[config.mk]
export PLATFORM = sky130hd
export DESIGN_NAME = wake_timer_power_modes
export DESIGN_NICKNAME = d
export VERILOG_FILES = /design/src/wake_timer_pkg.sv /design/src/lf_tick_gen.sv /design/src/wake_interval_timer.sv /design/src/wake_timer_power_modes.sv
export VERILOG_INCLUDE_DIRS = /design/src /design/src/src
export SDC_FILE = /design/constraint.sdc
export NUM_CORES = 1
export LEC_CHECK = 0
export BUFFER_PORTS_ARGS = -buffer_cell sky130_fd_sc_hd__buf_2
export CORE_MARGIN = 2
export CORE_UTILIZATION = 32
export DETAILED_ROUTE_END_ITERATION = 6
export SYNTH_ARGS = -nofsm -noshare
export SYNTH_HDL_FRONTEND = slang
export SYNTH_SLANG_ARGS = --single-unit
[constraint.sdc]
create_clock -name ref_clk -period 3.03 [get_ports ref_clk]
set_input_delay 0.1515 -clock ref_clk [delete_from_list [all_inputs] [get_ports ref_clk]]
set_output_delay 0.1515 -clock ref_clk [all_outputs]
set_load 0.02 [all_outputs]
[src/wake_timer_params.svh]
`ifndef WAKE_TIMER_PARAMS_SVH
`define WAKE_TIMER_PARAMS_SVH

// register indices; the byte address on the bus is four times the index
`define PMC_INDEX 8'h87
`define WTC_INDEX 8'hce
`define STAT_INDEX 8'hd0

// wake timer control fields
`define WTC_RUN_BIT 7
`define WTC_FLAG_BIT 6
`define WTC_SEL_LSB 0
`define WTC_SEL_W 4
`define WTC_RESET 8'h00
`define WTC_SEL_MAX 4'h8

// power mode control fields
`define PMC_STOP_BIT 1
`define PMC_IDLE_BIT 0

// status fields
`define STAT_IDLE_BIT 0
`define STAT_STOP_BIT 1
`define STAT_OSC_BIT 2
`define STAT_RUN_BIT 3

// bus
`define HSIZE_WORD 3'h2
`define HRESP_OKAY 1'h0

// timing: system and low-frequency rates in kHz, shortest period in ns
`define SYS_KHZ 17'd100000
`define LF_KHZ 17'd128
`define BASE_PERIOD_NS 64'd15625000
`define BASE_TICKS ((`BASE_PERIOD_NS * 64'd128) / 64'd1000000)

`endif

[src/wake_timer_pkg.sv]
`include "wake_timer_params.svh"

package wake_timer_pkg;

   typedef enum logic [1:0] {PM_RUN, PM_IDLE, PM_STOP} pm_state_t;

   // events from the core and interrupt logic
   typedef struct packed {
      logic irq_ack_wake;
      logic ext_irq_group0;
      logic ext_irq_group2;
      logic ext_reset_in;
      logic any_irq_enabled;
      logic wdt_enable;
   } cpu_events_t;

   function automatic logic interval_valid(input logic [3:0] sel);
      interval_valid = (sel <= `WTC_SEL_MAX);
   endfunction

   // low-frequency cycles in one period of the selected interval
   function automatic logic [19:0] interval_ticks(input logic [3:0] sel,
                                                  input logic [19:0] base);
      interval_ticks = base << sel[3:0];
   endfunction

endpackage

[src/lf_tick_gen.sv]
`timescale 1ns/1ns
`default_nettype none
`include "wake_timer_params.svh"

module lf_tick_gen
   import wake_timer_pkg::*;
(
   // clock and reset
   input wire logic ref_clk,
   input wire logic nrst,
   // oscillator
   input wire logic osc_on,
   output logic lf_tick
);

   logic [16:0] acc_reg;
   logic [16:0] acc_sum;

   // phase accumulator gives an exact 128 kHz average without a second clock
   assign acc_sum = acc_reg + `LF_KHZ;

   always_ff @(posedge ref_clk) begin
      if (!nrst || !osc_on) begin
         acc_reg <= 17'h0;
         lf_tick <= 1'b0;
      end else if (acc_sum >= `SYS_KHZ) begin
         acc_reg <= acc_sum - `SYS_KHZ;
         lf_tick <= 1'b1;
      end else begin
         acc_reg <= acc_sum;
         lf_tick <= 1'b0;
      end
   end

endmodule

`default_nettype wire

[src/wake_interval_timer.sv]
`timescale 1ns/1ns
`default_nettype none

module wake_interval_timer
   import wake_timer_pkg::*;
#(
   parameter int unsigned BASE_TICKS = 2000
) (
   // clock and reset
   input wire logic ref_clk,
   input wire logic nrst,
   // control
   input wire logic run,
   input wire logic lf_tick,
   input wire logic [3:0] sel,
   // event
   output logic expire
);

   logic [19:0] count_reg;
   logic [19:0] last;

   assign last = interval_ticks(sel, BASE_TICKS[19:0]) - 20'h1;

   // reserved codes clear the count so no event is ever raised
   always_ff @(posedge ref_clk) begin
      if (!nrst || !run || !interval_valid(sel)) begin
         count_reg <= 20'h0;
         expire <= 1'b0;
      end else if (lf_tick && count_reg >= last) begin
         count_reg <= 20'h0;
         expire <= 1'b1;
      end else begin
         count_reg <= count_reg + {19'h0, lf_tick};
         expire <= 1'b0;
      end
   end
endmodule

`default_nettype wire

[src/wake_timer_power_modes.sv]
// Function
// - interrupt acceptance clears the wake flag
// - software may clear the wake flag
// - interval codes 0..8 give 15.625ms..4s
// - stop bit halts high-frequency clock
// - stop left on group0, group2, timer, reset
// - oscillator and watchdog independent of stop
// - idle bit halts program execution
// - idle keeps clocks and processor state
// - any enabled interrupt ends idle
// - power mode register is write-only
// - run bit starts and stops timer
// - oscillator on for timer or watchdog
`timescale 1ns/1ns
`default_nettype none
`include "wake_timer_params.svh"

module wake_timer_power_modes
   import wake_timer_pkg::*;
#(
   parameter int unsigned BASE_TICKS = 32'(`BASE_TICKS)
) (
   // clock and reset
   input wire logic ref_clk,
   input wire logic nrst,
   // ahb-lite slave
   input wire logic hsel,
   input wire logic [31:0] haddr,
   input wire logic [1:0] htrans,
   input wire logic hwrite,
   input wire logic [2:0] hsize,
   input wire logic [31:0] hwdata,
   input wire logic hready,
   output logic hreadyout,
   output logic hresp,
   output logic [31:0] hrdata,
   // core and interrupt logic
   input wire cpu_events_t cpu_ev,
   output logic wake_irq,
   output logic hf_clk_en,
   output logic cpu_hold,
   output logic lf_osc_en
);

   // bus phase state
   logic ph_valid_reg;
   logic ph_write_reg;
   logic ph_hit_reg;
   logic [7:0] ph_index_reg;
   logic addr_take;
   logic wr_wtc;
   logic wr_pmc;

   // wake timer control
   logic run_reg;
   logic [3:0] sel_reg;
   logic flag_reg;
   logic flag_next;
   logic lf_tick;
   logic expire;

   // power modes
   pm_state_t pm_reg;
   pm_state_t pm_next;
   logic stop_wake;

   function automatic logic addr_ok(input logic [31:0] a);
      addr_ok = (a[31:10] == 22'h0) && (a[1:0] == 2'h0);
   endfunction

   // ---------------- bus slave ----------------
   assign addr_take = hsel && htrans[1] && hready;

   // one wait state lets read data come straight from a flop
   always_ff @(posedge ref_clk) begin
      if (!nrst) begin
         ph_valid_reg <= 1'b0;
         ph_write_reg <= 1'b0;
         ph_hit_reg <= 1'b0;
         ph_index_reg <= 8'h0;
         hreadyout <= 1'b1;
      end else if (addr_take) begin
         ph_valid_reg <= 1'b1;
         ph_write_reg <= hwrite;
         ph_hit_reg <= addr_ok(haddr) && (hsize == `HSIZE_WORD);
         ph_index_reg <= haddr[9:2];
         hreadyout <= 1'b0;
      end else begin
         ph_valid_reg <= 1'b0;
         hreadyout <= 1'b1;
      end
   end

   always_ff @(posedge ref_clk) begin
      if (!nrst) begin
         hresp <= `HRESP_OKAY;
      end else begin
         hresp <= `HRESP_OKAY;
      end
   end

   assign wr_wtc = ph_valid_reg && ph_write_reg && ph_hit_reg && ph_index_reg == `WTC_INDEX;
   assign wr_pmc = ph_valid_reg && ph_write_reg && ph_hit_reg && ph_index_reg == `PMC_INDEX;

   // power mode control has no read path: it reads as zero like any unmapped word
   always_ff @(posedge ref_clk) begin
      if (!nrst) begin
         hrdata <= 32'h0;
      end else if (ph_valid_reg && !ph_write_reg && ph_hit_reg) begin
         unique case (ph_index_reg)
            `WTC_INDEX: begin
               hrdata <= {24'h0, run_reg, flag_reg, 2'h0, sel_reg};
            end
            `STAT_INDEX: begin
               hrdata <= {28'h0, run_reg && interval_valid(sel_reg), lf_osc_en,
                          pm_reg == PM_STOP, pm_reg == PM_IDLE};
            end
            default: begin
               hrdata <= 32'h0;
            end
         endcase
      end else begin
         hrdata <= 32'h0;
      end
   end

   // ---------------- wake timer ----------------
   always_ff @(posedge ref_clk) begin
      if (!nrst) begin
         run_reg <= 1'(`WTC_RESET >> `WTC_RUN_BIT);
         sel_reg <= 4'h0;
      end else if (wr_wtc) begin
         run_reg <= hwdata[`WTC_RUN_BIT];
         sel_reg <= hwdata[`WTC_SEL_LSB +: `WTC_SEL_W];
      end
   end

   // a period that ends in the clearing cycle still leaves the flag set
   always_comb begin
      flag_next = flag_reg;
      if (expire) begin
         flag_next = 1'b1;
      end else if (cpu_ev.irq_ack_wake) begin
         flag_next = 1'b0;
      end else if (wr_wtc && !hwdata[`WTC_FLAG_BIT]) begin
         flag_next = 1'b0;
      end
   end

   always_ff @(posedge ref_clk) begin
      if (!nrst) begin
         flag_reg <= 1'b0;
      end else begin
         flag_reg <= flag_next;
      end
   end

   assign wake_irq = flag_reg;

   // oscillator follows timer and watchdog only, never the power mode
   always_ff @(posedge ref_clk) begin
      if (!nrst) begin
         lf_osc_en <= 1'b0;
      end else begin
         lf_osc_en <= run_reg || cpu_ev.wdt_enable;
      end
   end

   lf_tick_gen u_tick (
      .ref_clk(ref_clk),
      .nrst(nrst),
      .osc_on(lf_osc_en),
      .lf_tick(lf_tick)
   );

   wake_interval_timer #(
      .BASE_TICKS(BASE_TICKS)
   ) u_interval (
      .ref_clk(ref_clk),
      .nrst(nrst),
      .run(run_reg && lf_osc_en),
      .lf_tick(lf_tick),
      .sel(sel_reg),
      .expire(expire)
   );

   // ---------------- power modes ----------------
   assign stop_wake = cpu_ev.ext_irq_group0 || cpu_ev.ext_irq_group2 ||
                      flag_reg || cpu_ev.ext_reset_in;

   // stop wins when both bits are written together
   always_comb begin
      pm_next = pm_reg;
      unique case (pm_reg)
         PM_RUN: begin
            if (wr_pmc && hwdata[`PMC_STOP_BIT]) begin
               pm_next = PM_STOP;
            end else if (wr_pmc && hwdata[`PMC_IDLE_BIT]) begin
               pm_next = PM_IDLE;
            end
         end
         PM_IDLE: begin
            if (cpu_ev.any_irq_enabled) begin
               pm_next = PM_RUN;
            end
         end
         PM_STOP: begin
            if (stop_wake) begin
               pm_next = PM_RUN;
            end
         end
         default: begin
            pm_next = PM_RUN;
         end
      endcase
   end

   always_ff @(posedge ref_clk) begin
      if (!nrst) begin
         pm_reg <= PM_RUN;
      end else begin
         pm_reg <= pm_next;
      end
   end

   // the core just holds in idle, so its state survives untouched
   always_ff @(posedge ref_clk) begin
      if (!nrst) begin
         hf_clk_en <= 1'b1;
         cpu_hold <= 1'b0;
      end else begin
         hf_clk_en <= pm_next != PM_STOP;
         cpu_hold <= pm_next != PM_RUN;
      end
   end
endmodule

`default_nettype wire

==> results.md <==
- Run status: finished with violations
- Failing checks: design-rule violations
- #FFs+latches synth: 63
- DRT iter0 DRCs: 120
- Cells after Synth: 458
- Final wirelength: 8.27 mm
- Vias in the first global route: 3038
- Clock transition at path regs: 0.05 ns
- Routed Antenna Nets: 0
- Initial antenna violation count: 0
- DIE AREA: 12800 um2
- Rows: 39
- WL met2: 3.97 mm
- Hold Path Class: in2reg
- Reg power frac: 0.411
- Die Y: 113 um
- HP Start: cpu_ev[0]
- Vias: 3243
- Clk buf depth: 2
- CP cell instances: nor2_2 -> nand3_2 -> ha_4 -> nand2_1 -> xnor2_1 -> o21ai_0 -> o21ai_0 -> ha_1 -> nand4_1 -> or3_1 -> o22ai_2 -> a2111oi_4 -> or2_2 -> and3_1
- Combinational power share: 0.046
- Endpoints failing hold: 0
- Hold depth: 2
- Setup_tns: 0 ns
- Critical Path End Type: register
- Most frequent cell on the critical path: o21ai_0
- Cell Pwr Density: 454 nW/um2
- Largest net degree at the start of global routing: 26
- Wire per inst: 12.4 um
- Worst-skew pair later-pin latency: 0.33 ns
- Gr ovfl total: 0
- Highest routed layer: met4
- Clock Sinks: 63
- Post-synth EDFFs: 0
- Yosys top cell by area: dfxtp_1
- NumNets Final: 621
- P&R area growth vs syn: 18.5%
- Number of I/O port buffers: 63
- Maximum clock frequency: 0.354 GHz
- Internal: 1.61 mW
- RSZ-0062 raised after global routing: false
- Syn Std Cell Area: 3810 um2
- Synth unique cells: 57
- Layout Skew: 0.00462 ns
- Max reg flops: 20
- Slew Limit Headroom: 0.633
- Final HPWL DP: 6.41 mm
- Clock share of power: 0.543
- Metal3 WL: 385 um
- CP Max Fanout: 5
- Clk Tree Root Cell: clkbuf_16
- Min Tclk post-route: 2.82 ns
- CP Data Required Time: 3.25 ns
- Filler cells: 1197
- Drt drc: 1
- Critical Path Max Stage Delay: 0.39 ns
- Final period util: 0.932
- Top_reg_cell synth: dfxtp_1
- GP Congestion: 0.846
- Total core area: 11500 um2
- Diode count: 0
- Most instantiated cells after synthesis: dfxtp_1 (63), nor2_1 (51), nand2_1 (40)
- Worst R2R End: u_interval.count_reg[1]
- Most common cell in the netlist: dfxtp_1
- FF-to-FF path depth: 14
- Switching Fraction: 0.215
- Psw: 440 uW
- Crit-path leading delay family: simple AND/OR/NAND/NOR gates
- TritonCTS buffer count: 9
- H-tree Lvls: 3
- Synth area leaders: dfxtp_1 (33%), ha_1 (7.6%), buf_4 (5.5%)
- Max Slew Vio Count: 0
- Die outline width: 113 um
- Arr. time, crit path: 3.04 ns
- Synthesis Warnings: 0
- WL met1: 3.82 mm
- GRT Util Overall: 0.135
- Global-route wire length before repair: 13.9 mm
- Number of max-cap violations: 0
- Layout cells sized above 1: 0.209
- Worst path slowest cell: or3_1
- CP Buf/Inv Count: 0
- Yosys top cell area share: 0.331
- Final setup fails: 0
- Async SR Flop Fraction: 0
- Initial DRT Pass Iterations: 6
- Lkg Pwr: 1.91 nW
- Reg2reg setup slack: 0.21 ns
- Slew @ Worst Pin: 0.547 ns
- Mean Syn Cell Area: 8.32 um2
- Num ports: 118
- Overall power: 2.05 mW
- CTS tree: done
- Startpoint type of the worst setup path: register
- Worst Hold End: lf_osc_en
- Routed vias/inst: 4.88
- Seq/Total Area, Yosys: 0.331
- Postcts setup bufs: 0
- Crit Path Category: reg2reg
- Initial Util: 0.331
- Crit Reg-Reg Startpoint: sel_reg[0]
- Peak supply drop: 247 uV
## through the flow
stage | worst slack (ns) | instances | utilization | instance area (um2) | hold slack, ns
floorplan | 0.0169 | 484 | - | 3920 | 0.262
global placement | 0.167 | 650 | 0.362 | 4170 | 0.349
detailed placement | 0.0628 | 650 | 0.362 | 4170 | 0.359
CTS | 0.0600 | 665 | 0.390 | 4490 | 0.00854
global route | 0.0155 | 665 | 0.392 | 4520 | 0.0138
finish | 0.207 | 665 | 0.392 | 4520 | 0.0221
## per-layer routing
metal	track usage	vias up
met5	0	-
met1	0.169	1481
li1	-	1673
met2	0.224	80
met3	0.0423	9
met4	0.0407	0
## area by class of cell
cell class	instances	area [um2]	share of cell area
multi-input cells	358	2310	0.511
well taps	143	179	0.0396
repair buffers	71	388	0.0859
flip-flops and latches	63	1260	0.280
clock inverters	5	81.3	0.0180
inverters	15	56.3	0.0125
clock buffers	10	239	0.0529
## layout by cell type (no fill, tap or decap), types with 5 or more instances in the layout
cell type,netlist,layout
ha_1,23,22
nor3_1,12,12
a21o_1,7,7
dfxtp_1,63,62
clkbuf_16,0,9
nor4_1,6,6
mux2i_1,6,6
buf_4,28,7
o21ai_0,11,10
a21boi_0,9,9
nand4_1,13,13
and2_1,5,5
buf_2,7,63
nor2_1,51,50
xnor2_1,15,15
and3_1,12,12
conb_1,1,27
nand3_1,18,17
a21oi_1,17,17
nor2b_1,9,9
nand2_1,40,40
inv_1,15,14
xor2_1,13,13
o21a_1,5,5
## logic make-up (layout without fill, tap and decap cells)
| group | count (synthesis) | in the layout | share of synthesized area |
|---|---|---|---|
| AND/OR/NAND/NOR | 193 | 193 | 0.257 |
| other | 1 | 27 | 0.000984 |
| buffers and inverters | 63 | 101 | 0.0959 |
| multiplexers | 6 | 6 | 0.0158 |
| AO/OA/AOI/OAI | 81 | 81 | 0.159 |
| XOR/XNOR | 28 | 28 | 0.0644 |
| adder cells (fa/ha/maj) | 23 | 23 | 0.0755 |
| flip-flops | 63 | 63 | 0.331 |
## power groups by stage
stage / clock network [mW] / logic [mW] / registers [mW]
after CTS: 1.14 / 0.0954 / 0.841
final: 1.11 / 0.0950 / 0.841
after global placement: 0 / 0.0929 / 0.859
after global routing: 1.17 / 0.105 / 0.841
after detailed placement: 0 / 0.0952 / 0.859
after floorplan: 0 / 0.0816 / 0.857
## worst max path at each step
stage                from                      end  slack (ns)  depth (start not counted)
2_1_floorplan  sel_reg[1]  u_interval.count_reg[9]        0.02                         16
3_3_place_gp   sel_reg[1]  u_interval.count_reg[1]        0.17                         14
3_5_place_dp   sel_reg[1]  u_interval.count_reg[1]        0.06                         14
4_1_cts        sel_reg[1]  u_interval.count_reg[1]        0.06                         14
5_1_grt        sel_reg[0]  u_interval.count_reg[1]        0.02                         14
6_report       sel_reg[0]  u_interval.count_reg[1]        0.21                         14
## repair_timing
item,4_1_cts,5_1_grt
hold buffers,0,0
endpoints found under the setup margin,0,21
resized for setup,0,8
Power figures use the tool's default switching activity.
